### src/core/trc_defines.svh
// Constants for the reload, clock select and output block of the third timer.
// Assumes an 8-bit special-function-register bus clocked by clk_sys.
//
// Overview of operation
// - On each overflow the reload pair is loaded into the timer count.
// - Config bit 5 picks count source: preceding-timer overflow or prescaled clock.
// - Prescaler codes 0 to 14 divide by two to the code; 15 equals 14.
// - Config bit 4 gates the timer output onto the mapped pin.
// - Default mode: one clock pulse on the output per overflow.
// - Toggle select bit set: output level inverts on each overflow.
// - Mapping bit 2 swaps the count, trigger and output pin set.
// - Three timers may cascade, each overflow clocking the next.
// - Cascading leaves capture, reload and output working unchanged.
// - Cascade stays usable with the pulse width measurement units.
// - Trigger falling edge captures count or loads reload value, per select.
// - Overflow is a step from FFFF counting up, from 0000 counting down.
`ifndef TRC_DEFINES_SVH
`define TRC_DEFINES_SVH

// ****************************************************************
// Register addresses
// ****************************************************************
`define TRC_ADDR_RCAP_LOW 8'h96
`define TRC_ADDR_RCAP_HIGH 8'h97
`define TRC_ADDR_CLK_CFG 8'h9D
`define TRC_ADDR_IO_MAP 8'hE1

// ****************************************************************
// Fields and reset values
// ****************************************************************
`define TRC_CFG_SRC_BIT 5
`define TRC_CFG_OUTEN_BIT 4
`define TRC_CFG_WR_MASK 8'h3F
`define TRC_MAP_BIT 2
`define TRC_RESET_BYTE 8'h00
`define TRC_RESET_WORD 16'h0000
`define TRC_COUNT_MAX 16'hFFFF
`define TRC_PRESC_MAX_CODE 4'hE
`define TRC_PRESC_ONES 14'h3FFF

`endif

### src/core/trc_pkg.sv
// Types shared by the third timer block.
// Assumes nothing beyond the defines header.
package trc_pkg;
    typedef logic [7:0] trc_byte_t;
    typedef logic [15:0] trc_word_t;
endpackage

### src/core/trc_prescaler.sv
// Power-of-two prescaler giving a one-cycle tick.
// Assumes the code is stable or its change may shorten one period.
`include "trc_defines.svh"
module trc_prescaler
(
    input wire logic clk_sys,
    input wire logic rst,
    input wire logic [3:0] code,
    output logic tick
);
    import trc_pkg::*;
    logic [13:0] cnt_r;
    logic [13:0] cnt_nxt;
    logic [13:0] mask;
    logic [3:0] eff;

    // Clamp code 15 to code 14, build terminal mask
    always_comb
    begin
        eff = (code > `TRC_PRESC_MAX_CODE) ? `TRC_PRESC_MAX_CODE : code;
        mask = 14'(~(`TRC_PRESC_ONES << eff));
        tick = ((cnt_r & mask) == mask);
        cnt_nxt = tick ? 14'h0000 : 14'(cnt_r + 14'h0001);
    end

    // Counter register
    always_ff @(posedge clk_sys or posedge rst)
    begin
        if (rst)
            cnt_r <= 14'h0000;
        else
            cnt_r <= cnt_nxt;
    end

    // Code 0 ticks every cycle
    property p_div1;
        @(posedge clk_sys) disable iff (rst) (code == 4'h0) |-> tick;
    endproperty
    a_div1: assert property (p_div1) else $error("div by one not ticking");

    // Code 1 never ticks twice in a row
    property p_div2;
        @(posedge clk_sys) disable iff (rst)
            (code == 4'h1 && $stable(code) && tick) |=> !tick;
    endproperty
    a_div2: assert property (p_div2) else $error("div by two ticks twice");
endmodule // trc_prescaler

### src/core/trc_timer2.sv
// Third timer: reload/capture pair, clock select, output driver, pin map.
// Assumes the register bus gives a one-cycle write strobe and a read address
// and the pins are synchronous to clk_sys.
`include "trc_defines.svh"
module trc_timer2
(
    input wire logic clk_sys,
    input wire logic rst,
    input wire logic [7:0] sfr_addr,
    input wire logic [7:0] sfr_wdata,
    input wire logic sfr_wr,
    output trc_pkg::trc_byte_t sfr_rdata,
    input wire logic run_enable,
    input wire logic count_down,
    input wire logic counter_mode,
    input wire logic toggle_output_select,
    input wire logic external_trigger_enable,
    input wire logic reload_or_capture_select,
    input wire logic prev_timer_overflow,
    input wire logic pin_p10_in,
    input wire logic pin_p11_in,
    input wire logic pin_p61_in,
    input wire logic pin_p60_in,
    output logic pin_p44_out,
    output logic pin_p44_oe,
    output logic pin_p12_out,
    output logic pin_p12_oe,
    output trc_pkg::trc_word_t count_value,
    output logic overflow_pulse,
    output logic trigger_event
);
    import trc_pkg::*;

    // ****************************************************************
    // State
    // ****************************************************************
    trc_word_t count_r, count_nxt;
    trc_byte_t rcap_lo_r, rcap_lo_nxt, rcap_hi_r, rcap_hi_nxt;
    logic [5:0] cfg_r, cfg_nxt;
    logic map_r, map_nxt;
    logic out_r, out_nxt;
    logic cin_prev_r, cin_prev_nxt, trg_prev_r, trg_prev_nxt;
    logic presc_tick, step, wrap, cin_pin, trg_pin, trg_fall;
    logic output_pin_enable, count_source_select;
    trc_word_t reload_word;

    trc_prescaler u_presc
    (
        .clk_sys(clk_sys),
        .rst(rst),
        .code(cfg_r[3:0]),
        .tick(presc_tick)
    );

    // Pin routing and step selection
    always_comb
    begin
        cin_pin = map_r ? pin_p61_in : pin_p10_in;
        trg_pin = map_r ? pin_p60_in : pin_p11_in;
        count_source_select = cfg_r[`TRC_CFG_SRC_BIT];
        output_pin_enable = cfg_r[`TRC_CFG_OUTEN_BIT];
        trg_fall = trg_prev_r & ~trg_pin;
        reload_word = {rcap_hi_r, rcap_lo_r};
        if (counter_mode)
            step = cin_prev_r & ~cin_pin;
        else if (count_source_select)
            step = prev_timer_overflow;
        else
            step = presc_tick;
        step = step & run_enable;
        wrap = step & (count_down ? (count_r == `TRC_RESET_WORD)
                                  : (count_r == `TRC_COUNT_MAX));
    end

    // Next-state for count, reload pair, config and output
    always_comb
    begin
        count_nxt = count_r;
        rcap_lo_nxt = rcap_lo_r;
        rcap_hi_nxt = rcap_hi_r;
        cfg_nxt = cfg_r;
        map_nxt = map_r;
        out_nxt = out_r;
        cin_prev_nxt = cin_pin;
        trg_prev_nxt = trg_pin;
        if (sfr_wr && sfr_addr == `TRC_ADDR_RCAP_LOW)
            rcap_lo_nxt = sfr_wdata;
        else if (sfr_wr && sfr_addr == `TRC_ADDR_RCAP_HIGH)
            rcap_hi_nxt = sfr_wdata;
        else if (sfr_wr && sfr_addr == `TRC_ADDR_CLK_CFG)
            cfg_nxt = 6'(sfr_wdata & `TRC_CFG_WR_MASK);
        else if (sfr_wr && sfr_addr == `TRC_ADDR_IO_MAP)
            map_nxt = sfr_wdata[`TRC_MAP_BIT];
        if (wrap)
            count_nxt = reload_word;
        else if (step)
            count_nxt = count_down ? 16'(count_r - 16'h0001) : 16'(count_r + 16'h0001);
        if (external_trigger_enable && trg_fall)
        begin
            if (reload_or_capture_select)
            begin
                rcap_lo_nxt = count_r[7:0];
                rcap_hi_nxt = count_r[15:8];
            end
            else
                count_nxt = reload_word;
        end
        if (!output_pin_enable)
            out_nxt = 1'b0;
        else if (toggle_output_select)
            out_nxt = wrap ? ~out_r : out_r;
        else
            out_nxt = wrap;
    end

    // Registers
    always_ff @(posedge clk_sys or posedge rst)
    begin
        if (rst)
        begin
            count_r <= `TRC_RESET_WORD;
            rcap_lo_r <= `TRC_RESET_BYTE;
            rcap_hi_r <= `TRC_RESET_BYTE;
            cfg_r <= 6'h00;
            map_r <= 1'b0;
            out_r <= 1'b0;
            cin_prev_r <= 1'b0;
            trg_prev_r <= 1'b0;
        end
        else
        begin
            count_r <= count_nxt;
            rcap_lo_r <= rcap_lo_nxt;
            rcap_hi_r <= rcap_hi_nxt;
            cfg_r <= cfg_nxt;
            map_r <= map_nxt;
            out_r <= out_nxt;
            cin_prev_r <= cin_prev_nxt;
            trg_prev_r <= trg_prev_nxt;
        end
    end

    // Read mux
    always_comb
    begin
        if (sfr_addr == `TRC_ADDR_RCAP_LOW)
            sfr_rdata = rcap_lo_r;
        else if (sfr_addr == `TRC_ADDR_RCAP_HIGH)
            sfr_rdata = rcap_hi_r;
        else if (sfr_addr == `TRC_ADDR_CLK_CFG)
            sfr_rdata = {2'b00, cfg_r};
        else if (sfr_addr == `TRC_ADDR_IO_MAP)
            sfr_rdata = {5'b00000, map_r, 2'b00};
        else
            sfr_rdata = `TRC_RESET_BYTE;
    end

    // Outputs; overflow feeds the next timer and pulse width units
    assign overflow_pulse = wrap;
    assign trigger_event = external_trigger_enable & trg_fall;
    assign count_value = count_r;
    assign pin_p44_out = out_r & ~map_r;
    assign pin_p44_oe = output_pin_enable & ~map_r;
    assign pin_p12_out = out_r & map_r;
    assign pin_p12_oe = output_pin_enable & map_r;

    // ****************************************************************
    // Checks
    // ****************************************************************
    property p_reload;
        @(posedge clk_sys) disable iff (rst)
            (wrap && !(external_trigger_enable && trg_fall && reload_or_capture_select))
            |=> count_r == $past(reload_word);
    endproperty
    a_reload: assert property (p_reload) else $error("reload missed");

    property p_src;
        @(posedge clk_sys) disable iff (rst)
            (run_enable && !counter_mode && count_source_select && !prev_timer_overflow
             && !(external_trigger_enable && trg_fall)) |=> $stable(count_r);
    endproperty
    a_src: assert property (p_src) else $error("count moved without source");

    property p_off;
        @(posedge clk_sys) disable iff (rst) !output_pin_enable |=> !out_r;
    endproperty
    a_off: assert property (p_off) else $error("output not gated");

    // Pulse mode: pin follows the overflow one cycle later, one cycle wide
    property p_pulse;
        @(posedge clk_sys) disable iff (rst)
            (output_pin_enable && !toggle_output_select) |=> out_r == $past(wrap);
    endproperty
    a_pulse: assert property (p_pulse) else $error("pulse wrong");

    property p_toggle;
        @(posedge clk_sys) disable iff (rst)
            (output_pin_enable && toggle_output_select && wrap) |=> out_r != $past(out_r);
    endproperty
    a_toggle: assert property (p_toggle) else $error("no toggle");

    property p_map;
        @(posedge clk_sys) disable iff (rst) !(pin_p44_oe && pin_p12_oe);
    endproperty
    a_map: assert property (p_map) else $error("both pins driven");

    property p_capture;
        @(posedge clk_sys) disable iff (rst)
            (external_trigger_enable && trg_fall && reload_or_capture_select)
            |=> {rcap_hi_r, rcap_lo_r} == $past(count_r);
    endproperty
    a_capture: assert property (p_capture) else $error("capture missed");

    property p_wrap_dn;
        @(posedge clk_sys) disable iff (rst)
            (step && count_down && count_r == 16'h0000) |-> overflow_pulse;
    endproperty
    a_wrap_dn: assert property (p_wrap_dn) else $error("down overflow missed");

    property p_rsv;
        @(posedge clk_sys) disable iff (rst)
            (sfr_addr == `TRC_ADDR_CLK_CFG) |-> sfr_rdata[7:6] == 2'b00;
    endproperty
    a_rsv: assert property (p_rsv) else $error("reserved bits nonzero");
endmodule // trc_timer2

### config.mk
export PLATFORM = sky130hd
export DESIGN_NAME = trc_timer2
export DESIGN_NICKNAME = d
export VERILOG_FILES = /design/src/core/trc_pkg.sv /design/src/core/trc_prescaler.sv /design/src/core/trc_timer2.sv
export VERILOG_INCLUDE_DIRS = /design/src /design/src/core
export SDC_FILE = /design/constraint.sdc
export NUM_CORES = 1
export LEC_CHECK = 0
export BUFFER_PORTS_ARGS = -buffer_cell sky130_fd_sc_hd__buf_4
export CORE_MARGIN = 2
export CORE_UTILIZATION = 52
export CTS_BUF_LIST = sky130_fd_sc_hd__clkbuf_16
export DETAILED_ROUTE_END_ITERATION = 8
export HOLD_SLACK_MARGIN = 0.15
export PLACE_DENSITY = 0.73
export SYNTH_ARGS = -nofsm -noshare
export SYNTH_HDL_FRONTEND = slang
export SYNTH_SLANG_ARGS = --single-unit
### constraint.sdc
create_clock -name clk_sys -period 2.9 [get_ports clk_sys]
set_input_delay 0.145 -clock clk_sys [delete_from_list [all_inputs] [get_ports clk_sys]]
set_output_delay 0.145 -clock clk_sys [all_outputs]
set_load 0.02 [all_outputs]
==> flow_summary.yaml, run 1 <==
synthesis:
  avgSynthCellArea_um2: 8.69
  synth.distinct_cells: 55
  synthCells: 429
  synth_top_cell_by_area: "dfrtp_1"
  synth_top_area_frac: 0.376
  synth-edff-count: 0
  synthFlopType: "dfrtp_1"
  ys_seq_area_frac: 0.376
  yosysMostFrequentCell: "nor2_1"
  ys_top_cells_by_count: "nor2_1 (65), dfrtp_1 (56), a21oi_1 (54), mux2i_1 (23), inv_1 (18)"
  synth_nets: 475
  synth_area_leaders: "dfrtp_1 (38%), a21oi_1 (7.3%), nor2_1 (6.5%)"
  yosys_warnings: 0
  synthArstFlopShare: 1.00
  netlist_area_um2: 3730
  synth-seq-cells: 56
critical_path:
  rr_endpoint: "count_value[14]$_DFF_PP0_"
  cp.required_ps: 3100
  path_class: "reg -> reg"
  crit_chain: "inv_1, fa_1, and2b_1, o21ai_1, a21bo_1, a211oi_2, nor3_1, or4_1, and4_1, o31ai_1"
  cpPeakStageDelay_ps: 500
  reg2reg_from: "count_value[0]$_DFF_PP0_"
  r2r_setup_slack_ps: 210
  rr_worst_depth: 10
  end_kind: "flop"
  arrival_ps: 2890
  start_kind: "flop"
  path_max_fanout: 3
  critical_path.slowest_cell: "or4_1"
global_route:
  grt_max_degree: 33
  grtUsageTotal: 0.271
  grt_pass1_vias: 3366
  antenna_found_initial: 0
  grt-ovfl-total: 0
  grt_pass1_wl_mm: 16.6
clocking:
  clock_latency_ps: 290
  cts-root-buf: "clkbuf_16"
  cts_num_sinks: 56
  cts_buffers: 5
  htreeDepth: 2
  clk_pin_slew_ps: 70
  cts_tree: "built"
  clockBufferDepth: 2
layout:
  area_delta_synth_final_pct: 22.1
  antennaDiodeCount: 0
  fin_nets: 547
  drive_above_1_share: 0.188
floorplan:
  initial_core_util: 0.543
  io-pin-count: 60
  die_area_um2: 7860
  core_um2: 6870
  die_h_um: 88.7
  core.rowCount: 30
  die-width_um: 88.7
place:
  portBuffers: 59
  gp_congestion: 0.910
  hpwl_mm: 7.51
power:
  combPwrFrac: 0.499
  swShare: 0.415
  power.density_nw_per_um2: 804
  total_power_mw: 3.66
  p_sw_mw: 1.52
  intPower_mw: 2.14
  p_clk_frac: 0.155
  seq_power_share: 0.346
  p_leak_nw: 2.14
  vdd_drop_max_v: 0.000509
detailed_routing:
  first_pass_iters: 5
  drt_iter0_markers: 286
  wirelength_mm: 10.2
  vias_per_cell: 5.96
  avgRoutedWirePerCell_um: 17.2
  drc: 0
  vias: 3556
  ant_nets: 0
min_path:
  min_delay_worst_endpoint: "rcap_hi_r[6]$_DFF_PP0_"
  holdCritStartpoint: "sfr_wdata[6]"
  worst_hold_path_type: "in -> reg"
  holdPathStages: 3
timing:
  hold_violations: 0
  fin_setup_tns_ps: 0
  worst_slew_pin_slew_ps: 586
  rsz0062_at_grt: "false"
  finalSetupViolations: 0
  finalCriticalPeriod_ps: 2690
  relSlewSlack: 0.608
  period_share: 0.929
  finalMaxSlewViolations: 0
  max_freq_mhz: 371
  finClkSkew_ps: 3.33
run_status:
  outcome: "finished clean"
job:
  max-cap-violations: 0
per-layer routing:
metal | GRT usage | wire (um)
met1 | 0.391 | 4610
met2 | 0.432 | 4730
met3 | 0.0466 | 795
met4 | 0.0537 | 108
met5 | 0 | 0
worst max-delay path by stage:
stage	startpoint	endpoint	cells after the start
2_1_floorplan	count_value[0]$_DFF_PP0_	count_value[14]$_DFF_PP0_	11
3_3_place_gp	count_down	count_value[15]$_DFF_PP0_	11
3_5_place_dp	count_value[0]$_DFF_PP0_	count_value[14]$_DFF_PP0_	10
4_1_cts	count_value[0]$_DFF_PP0_	count_value[14]$_DFF_PP0_	10
5_1_grt	count_value[0]$_DFF_PP0_	count_value[14]$_DFF_PP0_	10
6_report	count_value[0]$_DFF_PP0_	count_value[14]$_DFF_PP0_	10
power by group through the flow:
stage	clock network (mW)	logic, mW	registers (mW)
after CTS	0.570	1.81	1.26
after global placement	0	1.75	1.26
after detailed placement	0	1.78	1.27
after floorplan	0	1.11	1.33
final	0.567	1.83	1.27
after global routing	0.600	2.00	1.29
cell usage in the layout (no fill, tap or decap), drive strengths merged, types with 2 or more instances in the layout:
master / Yosys / layout
or3: 7 / 7
xnor2: 16 / 16
mux2: 9 / 9
nand2: 16 / 16
nor2: 65 / 65
and2: 7 / 7
ha: 15 / 15
or2: 2 / 2
and3: 2 / 2
nor2b: 7 / 7
clkbuf: 9 / 5
and4: 2 / 2
nor3: 7 / 7
dfrtp: 56 / 56
a31oi: 4 / 4
xor2: 8 / 8
o21bai: 2 / 2
dlygate4sd3: 0 / 11
nand4: 10 / 10
a21boi: 2 / 2
a21o: 3 / 3
clkinv: 0 / 2
nand2b: 8 / 8
o21ai: 11 / 11
a21oi: 55 / 55
o22ai: 10 / 10
o31ai: 4 / 4
nand3: 16 / 16
inv: 18 / 18
buf: 10 / 73
mux2i: 23 / 23
nor4: 5 / 5
nor4bb: 2 / 2
a211oi: 3 / 3
logic make-up after synthesis:
group | after synthesis | share of synthesized area
AO/OA/AOI/OAI | 103 | 0.165
XOR/XNOR | 24 | 0.0564
adder cells (fa/ha/maj) | 16 | 0.0557
buffers and inverters | 37 | 0.0433
flip-flops | 56 | 0.376
multiplexers | 32 | 0.0890
AND/OR/NAND/NOR | 161 | 0.214
registers in the layout, indices dropped and copies added, names as in the netlist:
name           count
count_value       16
u_presc.cnt_r     14
rcap_hi_r          8
rcap_lo_r          8
cfg_r              6
cin_prev_r         1
map_r              1
out_r              1
trg_prev_r         1
per-stage QoR:
| stage | instance area, um^2 | cells | utilization | setup slack, ps | hold WS [ps] |
|---|---|---|---|---|---|
| global placement | 4300 | 579 | 0.626 | 286 | 66.2 |
| floorplan | 3730 | 429 | - | 29.9 | 276 |
| detailed placement | 4300 | 579 | 0.626 | 258 | 67.2 |
| CTS | 4540 | 597 | 0.662 | 229 | 170 |
| finish | 4550 | 597 | 0.662 | 206 | 174 |
| global route | 4550 | 597 | 0.662 | 57.6 | 189 |
critical path: cells and delay by family, from the launching register on:
family | cells | cell delay [ps]
simple gates | 4 | 1000
compound gates | 4 | 790
fa+ha+maj | 1 | 410
flops | 1 | 350
buf+inv | 1 | 60
cell type report:
class	count	area [um^2]
well taps	96	120
clock buffers	5	125
flip-flops and latches	56	1400
repair buffers	84	658
multi-input cells	336	2170
fillers	593	2320
inverters	18	67.6
clock inverters	2	7.51
what timing repair did:
item                                   4_1_cts  5_1_grt
setup endpoints to repair                    0        7
gates resized for setup                      0        1
endpoints found under the hold margin       64        0
setup buffers                                0        0
hold buffers                                11        0
Power figures use the tool's default switching activity.
==> inputs of run 2 (changes only) <==
--- a/config.mk
+++ b/config.mk
@@ -13,6 +13,7 @@
 export DETAILED_ROUTE_END_ITERATION = 8
 export HOLD_SLACK_MARGIN = 0.15
 export PLACE_DENSITY = 0.73
+export RECOVER_POWER = 25
 export SYNTH_ARGS = -nofsm -noshare
 export SYNTH_HDL_FRONTEND = slang
 export SYNTH_SLANG_ARGS = --single-unit
==> flow_summary.yaml, run 2 (synthesized netlist as in run 1, its figures left out) <==
run_status:
  outcome: "finished with violations"
  violations: "max-capacitance violations"
timing:
  hold_violations: 0
  rsz0062_at_grt: "false"
  finalMaxSlewViolations: 0
  finalSetupViolations: 0
  worst_slew_pin_slew_ps: 1490
  fin_setup_tns_ps: 0
  finalCriticalPeriod_ps: 2690
  max_freq_mhz: 372
  whs_ps: 176
  relSlewSlack: 0.00514
  period_share: 0.926
  finClkSkew_ps: 4.37
clocking:
  cts-root-buf: "clkbuf_16"
  clockBufferDepth: 2
  cts_buffers: 5
  cts_num_sinks: 56
  htreeDepth: 2
  clock_latency_ps: 290
  clk_pin_slew_ps: 70
  cts_tree: "built"
  post_cts_buffers: 0
power:
  power.density_nw_per_um2: 803
  p_leak_nw: 2.13
  vdd_drop_max_v: 0.000508
critical_path:
  rr_endpoint: "count_value[14]$_DFF_PP0_"
  cp.required_ps: 3100
  cpPeakStageDelay_ps: 500
  end_kind: "flop"
  crit_path_end: "count_value[14]$_DFF_PP0_"
  startpoint: "count_value[0]$_DFF_PP0_"
  crit_cells: 10
  reg2reg_from: "count_value[0]$_DFF_PP0_"
  cp_top_family: "simple AND/OR/NAND/NOR gates"
  rr_worst_depth: 10
  arrival_ps: 2880
  start_kind: "flop"
  critical_path.slowest_cell: "or4_1"
  path_class: "reg -> reg"
  path_max_fanout: 3
  r2r_setup_slack_ps: 210
  critical_path_buf_inv_count: 1
  crit_chain: "inv_1, fa_1, and2b_1, o21ai_1, a21bo_1, a211oi_2, nor3_1, or4_1, and4_1, o31ai_1"
layout:
  final_common_cell: "buf_4"
  largest_reg_flops: 16
  mostFrequentLayoutCells: "buf_4 (70), nor2_1 (65), dfrtp_1 (56)"
  fin_cells: 597
  antennaDiodeCount: 0
  area_delta_synth_final_pct: 21.9
  fillCellCount: 597
  fin_nets: 547
  utilization: 0.661
  stdcell_area_um2: 4540
  drive_above_1_share: 0.182
detailed_routing:
  drc: 0
  vias_per_cell: 5.96
  drt_iter0_markers: 283
  ant_nets: 0
  wirelength_mm: 10.2
  first_pass_iters: 5
  avgRoutedWirePerCell_um: 17.1
  vias: 3560
floorplan:
  die-width_um: 88.7
  initial_core_util: 0.543
  die_h_um: 88.7
  core.rowCount: 30
  die_area_um2: 7860
  core_um2: 6870
  io-pin-count: 60
place:
  dpl_cell_area_um2: 4300
  placedCellCount: 579
  portBuffers: 59
  gp_congestion: 0.910
  hpwl_mm: 7.51
job:
  max-cap-violations: 1
global_route:
  antenna_found_initial: 0
  grt_max_degree: 33
  grt_pass1_wl_mm: 16.6
  grtUsageTotal: 0.271
  grt-ovfl-total: 0
  grt_pass1_vias: 3366
min_path:
  worst_hold_path_type: "in -> reg"
  holdPathStages: 3
-- run 2: final cells by class --
cell class,instances,area [um^2],area share
Multi-Input combinational cell,336,2170,0.478
Sequential cell,56,1400,0.309
Timing Repair Buffer,84,651,0.143
Clock buffer,5,125,0.0275
Tap cell,96,120,0.0264
Inverter,18,67.6,0.0149
Clock inverter,2,7.51,0.00165
-- run 2: worst register-to-register path, cell delays in order, from the launching register on --
cell      delay, ps
dfrtp_1         350
inv_1            60
fa_1            410
and2b_1         200
o21ai_1          70
a21bo_1         240
a211oi_2        260
nor3_1          130
or4_1           500
and4_1          170
o31ai_1         210
-- run 2: how the worst min path moves through the flow --
stage | to | start | slack, ps
after detailed placement | trg_prev_r$_DFF_PP0_ | rst | 70
after global placement | count_value[12]$_DFF_PP0_ | rst | 70
after CTS | rcap_lo_r[7]$_DFF_PP0_ | sfr_wdata[7] | 170
final | rcap_lo_r[7]$_DFF_PP0_ | sfr_wdata[7] | 180
after floorplan | trg_prev_r$_DFF_PP0_ | pin_p11_in | 280
after global routing | rcap_lo_r[7]$_DFF_PP0_ | sfr_wdata[7] | 190
-- run 2: through the flow --
step                power [mW]  worst slack [ps]
global placement          3.01               286
CTS                       3.63               229
floorplan                 2.44              29.9
detailed placement        3.05               258
finish                    3.65               215
global route              3.88              57.6
-- run 2: per-layer routing --
metal  wire, um  track usage  vias to the layer above
met3        769       0.0466                       11
met5          0            0                        -
met1       4590        0.391                     1709
li1           -            -                     1672
met4         70       0.0537                        0
met2       4790        0.432                      168
-- run 2: power by group --
part	internal [mW]	switching, mW
clock	0.310	0.254
combinational	0.840	0.982
sequential	0.989	0.275
-- run 2: what timing repair did --
item | CTS | global route
hold endpoints to repair | 64 | 0
endpoints found under the setup margin | 0 | 7
resized for setup | 0 | 1
hold buffers | 11 | 0
==> inputs of run 3 (changes only) <==
--- a/config.mk
+++ b/config.mk
@@ -8,11 +8,11 @@
 export LEC_CHECK = 0
 export BUFFER_PORTS_ARGS = -buffer_cell sky130_fd_sc_hd__buf_4
 export CORE_MARGIN = 2
-export CORE_UTILIZATION = 52
-export CTS_BUF_LIST = sky130_fd_sc_hd__clkbuf_16
+export CORE_UTILIZATION = 53
+export CTS_BUF_LIST = sky130_fd_sc_hd__clkbuf_4
 export DETAILED_ROUTE_END_ITERATION = 8
 export HOLD_SLACK_MARGIN = 0.15
-export PLACE_DENSITY = 0.73
+export PLACE_DENSITY = 0.75
 export RECOVER_POWER = 25
 export SYNTH_ARGS = -nofsm -noshare
 export SYNTH_HDL_FRONTEND = slang
==> flow_summary.yaml, run 3 (synthesized netlist as in run 1, its figures left out) <==
clocking:
  cts-root-buf: "clkbuf_4"
  clock_latency_ps: 370
  cts_buffers: 5
  cts_tree: "built"
  htreeDepth: 2
  cts_num_sinks: 56
  clk_pin_slew_ps: 160
  clockBufferDepth: 2
place:
  gp_congestion: 0.838
  portBuffers: 59
  placedCellCount: 573
  hpwl_mm: 7.47
  place_ws_ps: 200
timing:
  fin_ws_ps: 193
  period_share: 0.934
  finalSetupViolations: 0
  relSlewSlack: 0.145
  finClkSkew_ps: 5.77
  finalCriticalPeriod_ps: 2710
  max_freq_mhz: 369
  rsz0062_at_grt: "false"
  whs_ps: 152
  hold_violations: 0
  fin_setup_tns_ps: 0
  worst_slew_pin_slew_ps: 1280
  finalMaxSlewViolations: 0
layout:
  largest_reg_flops: 16
  antennaDiodeCount: 0
  area_delta_synth_final_pct: 20.2
  mostFrequentLayoutCells: "nor2_1 (65), buf_4 (64), dfrtp_1 (55)"
  fin_cells: 595
  fin_nets: 544
  final_common_cell: "nor2_1"
  drive_above_1_share: 0.184
power:
  vdd_drop_max_v: 0.000611
  total_power_mw: 3.40
  p_leak_nw: 2.10
  power.density_nw_per_um2: 760
detailed_routing:
  drt_iter0_markers: 266
  avgRoutedWirePerCell_um: 17.0
  drc: 0
  wirelength_mm: 10.1
  vias: 3515
  ant_nets: 0
  first_pass_iters: 4
  vias_per_cell: 5.91
critical_path:
  path_class: "reg -> reg"
  arrival_ps: 2990
  cp.required_ps: 3190
  path_max_fanout: 3
  end_kind: "flop"
  start_kind: "flop"
floorplan:
  core_um2: 6790
  die-width_um: 87.9
  io-pin-count: 60
  initial_core_util: 0.549
  die_h_um: 87.9
  core.rowCount: 30
  die_area_um2: 7720
global_route:
  grt_max_degree: 35
  grt_pass1_vias: 3362
  grtUsageTotal: 0.269
  antenna_found_initial: 0
  grt-ovfl-total: 0
  grt_pass1_wl_mm: 16.2
job:
  max-cap-violations: 0
run_status:
  outcome: "finished clean"
min_path:
  worst_hold_path_type: "in -> reg"
run 3: report_power, final:
part / total, mW / internal (mW) / switching [mW] / leakage, nW
Sequential: 1.30 / 0.985 / 0.317 / 0.681
Combinational: 1.75 / 0.818 / 0.933 / 1.38
Clock: 0.352 / 0.113 / 0.239 / 0.0338
run 3: what timing repair did:
action,CTS,global route
hold buffers,14,0
buffers inserted,0,0
resized for setup,0,7
endpoints found under the hold margin,58,0
endpoints found under the setup margin,0,3
run 3: stage by stage:
step                      cell area (um^2)  utilization
after floorplan                       3730            -
after global placement                4260        0.627
after detailed placement              4260        0.627
after CTS                             4450        0.655
after global routing                  4480        0.659
final                                 4480        0.659
run 3: worst paths after layout:
path | cells past startpoint | to | slack, ps | startpoint
hold / removal | 4 | out_r$_DFFE_PP0P_ | 150 | toggle_output_select
hold reg to reg | 2 | u_presc.cnt_r[13]$_DFF_PP0_ | 550 | u_presc.cnt_r[13]$_DFF_PP0_
setup reg to reg | 10 | count_value[14]$_DFF_PP0_ | 190 | count_value[0]$_DFF_PP0_
min in group asynchronous | 3 | trg_prev_r$_DFF_PP0_ | 660 | rst
max in group asynchronous | 4 | rcap_lo_r[2]$_DFF_PP0_ | 1260 | rst
setup / recovery | 10 | count_value[14]$_DFF_PP0_ | 190 | count_value[0]$_DFF_PP0_
run 3: worst max-delay path, stage by stage, from the launching register on:
cell      delay (ps)
dfrtp_1          370
inv_1             60
fa_1             440
and2b_1          210
o21ai_1           70
a21bo_1          240
a211oi_2         240
nor3_1           120
or4_1            490
and4_1           160
o31ai_1          220
run 3: layout make-up:
type                    instances  area, um^2
clock buffers                   7        52.6
clock inverters                 1        3.75
fillers                       568        2310
inverters                      18        67.6
multi-input cells             336        2190
flip-flops and latches         56        1400
well taps                      96         120
repair buffers                 81         643
run 3: metal layers:
layer | vias to the layer above | share of wire | GRT usage
li1 | 1677 | - | -
met1 | 1690 | 0.46 | 0.383
met2 | 132 | 0.46 | 0.428
met3 | 16 | 0.067 | 0.0481
met4 | 0 | 0.012 | 0.0643
met5 | - | 0 | 0
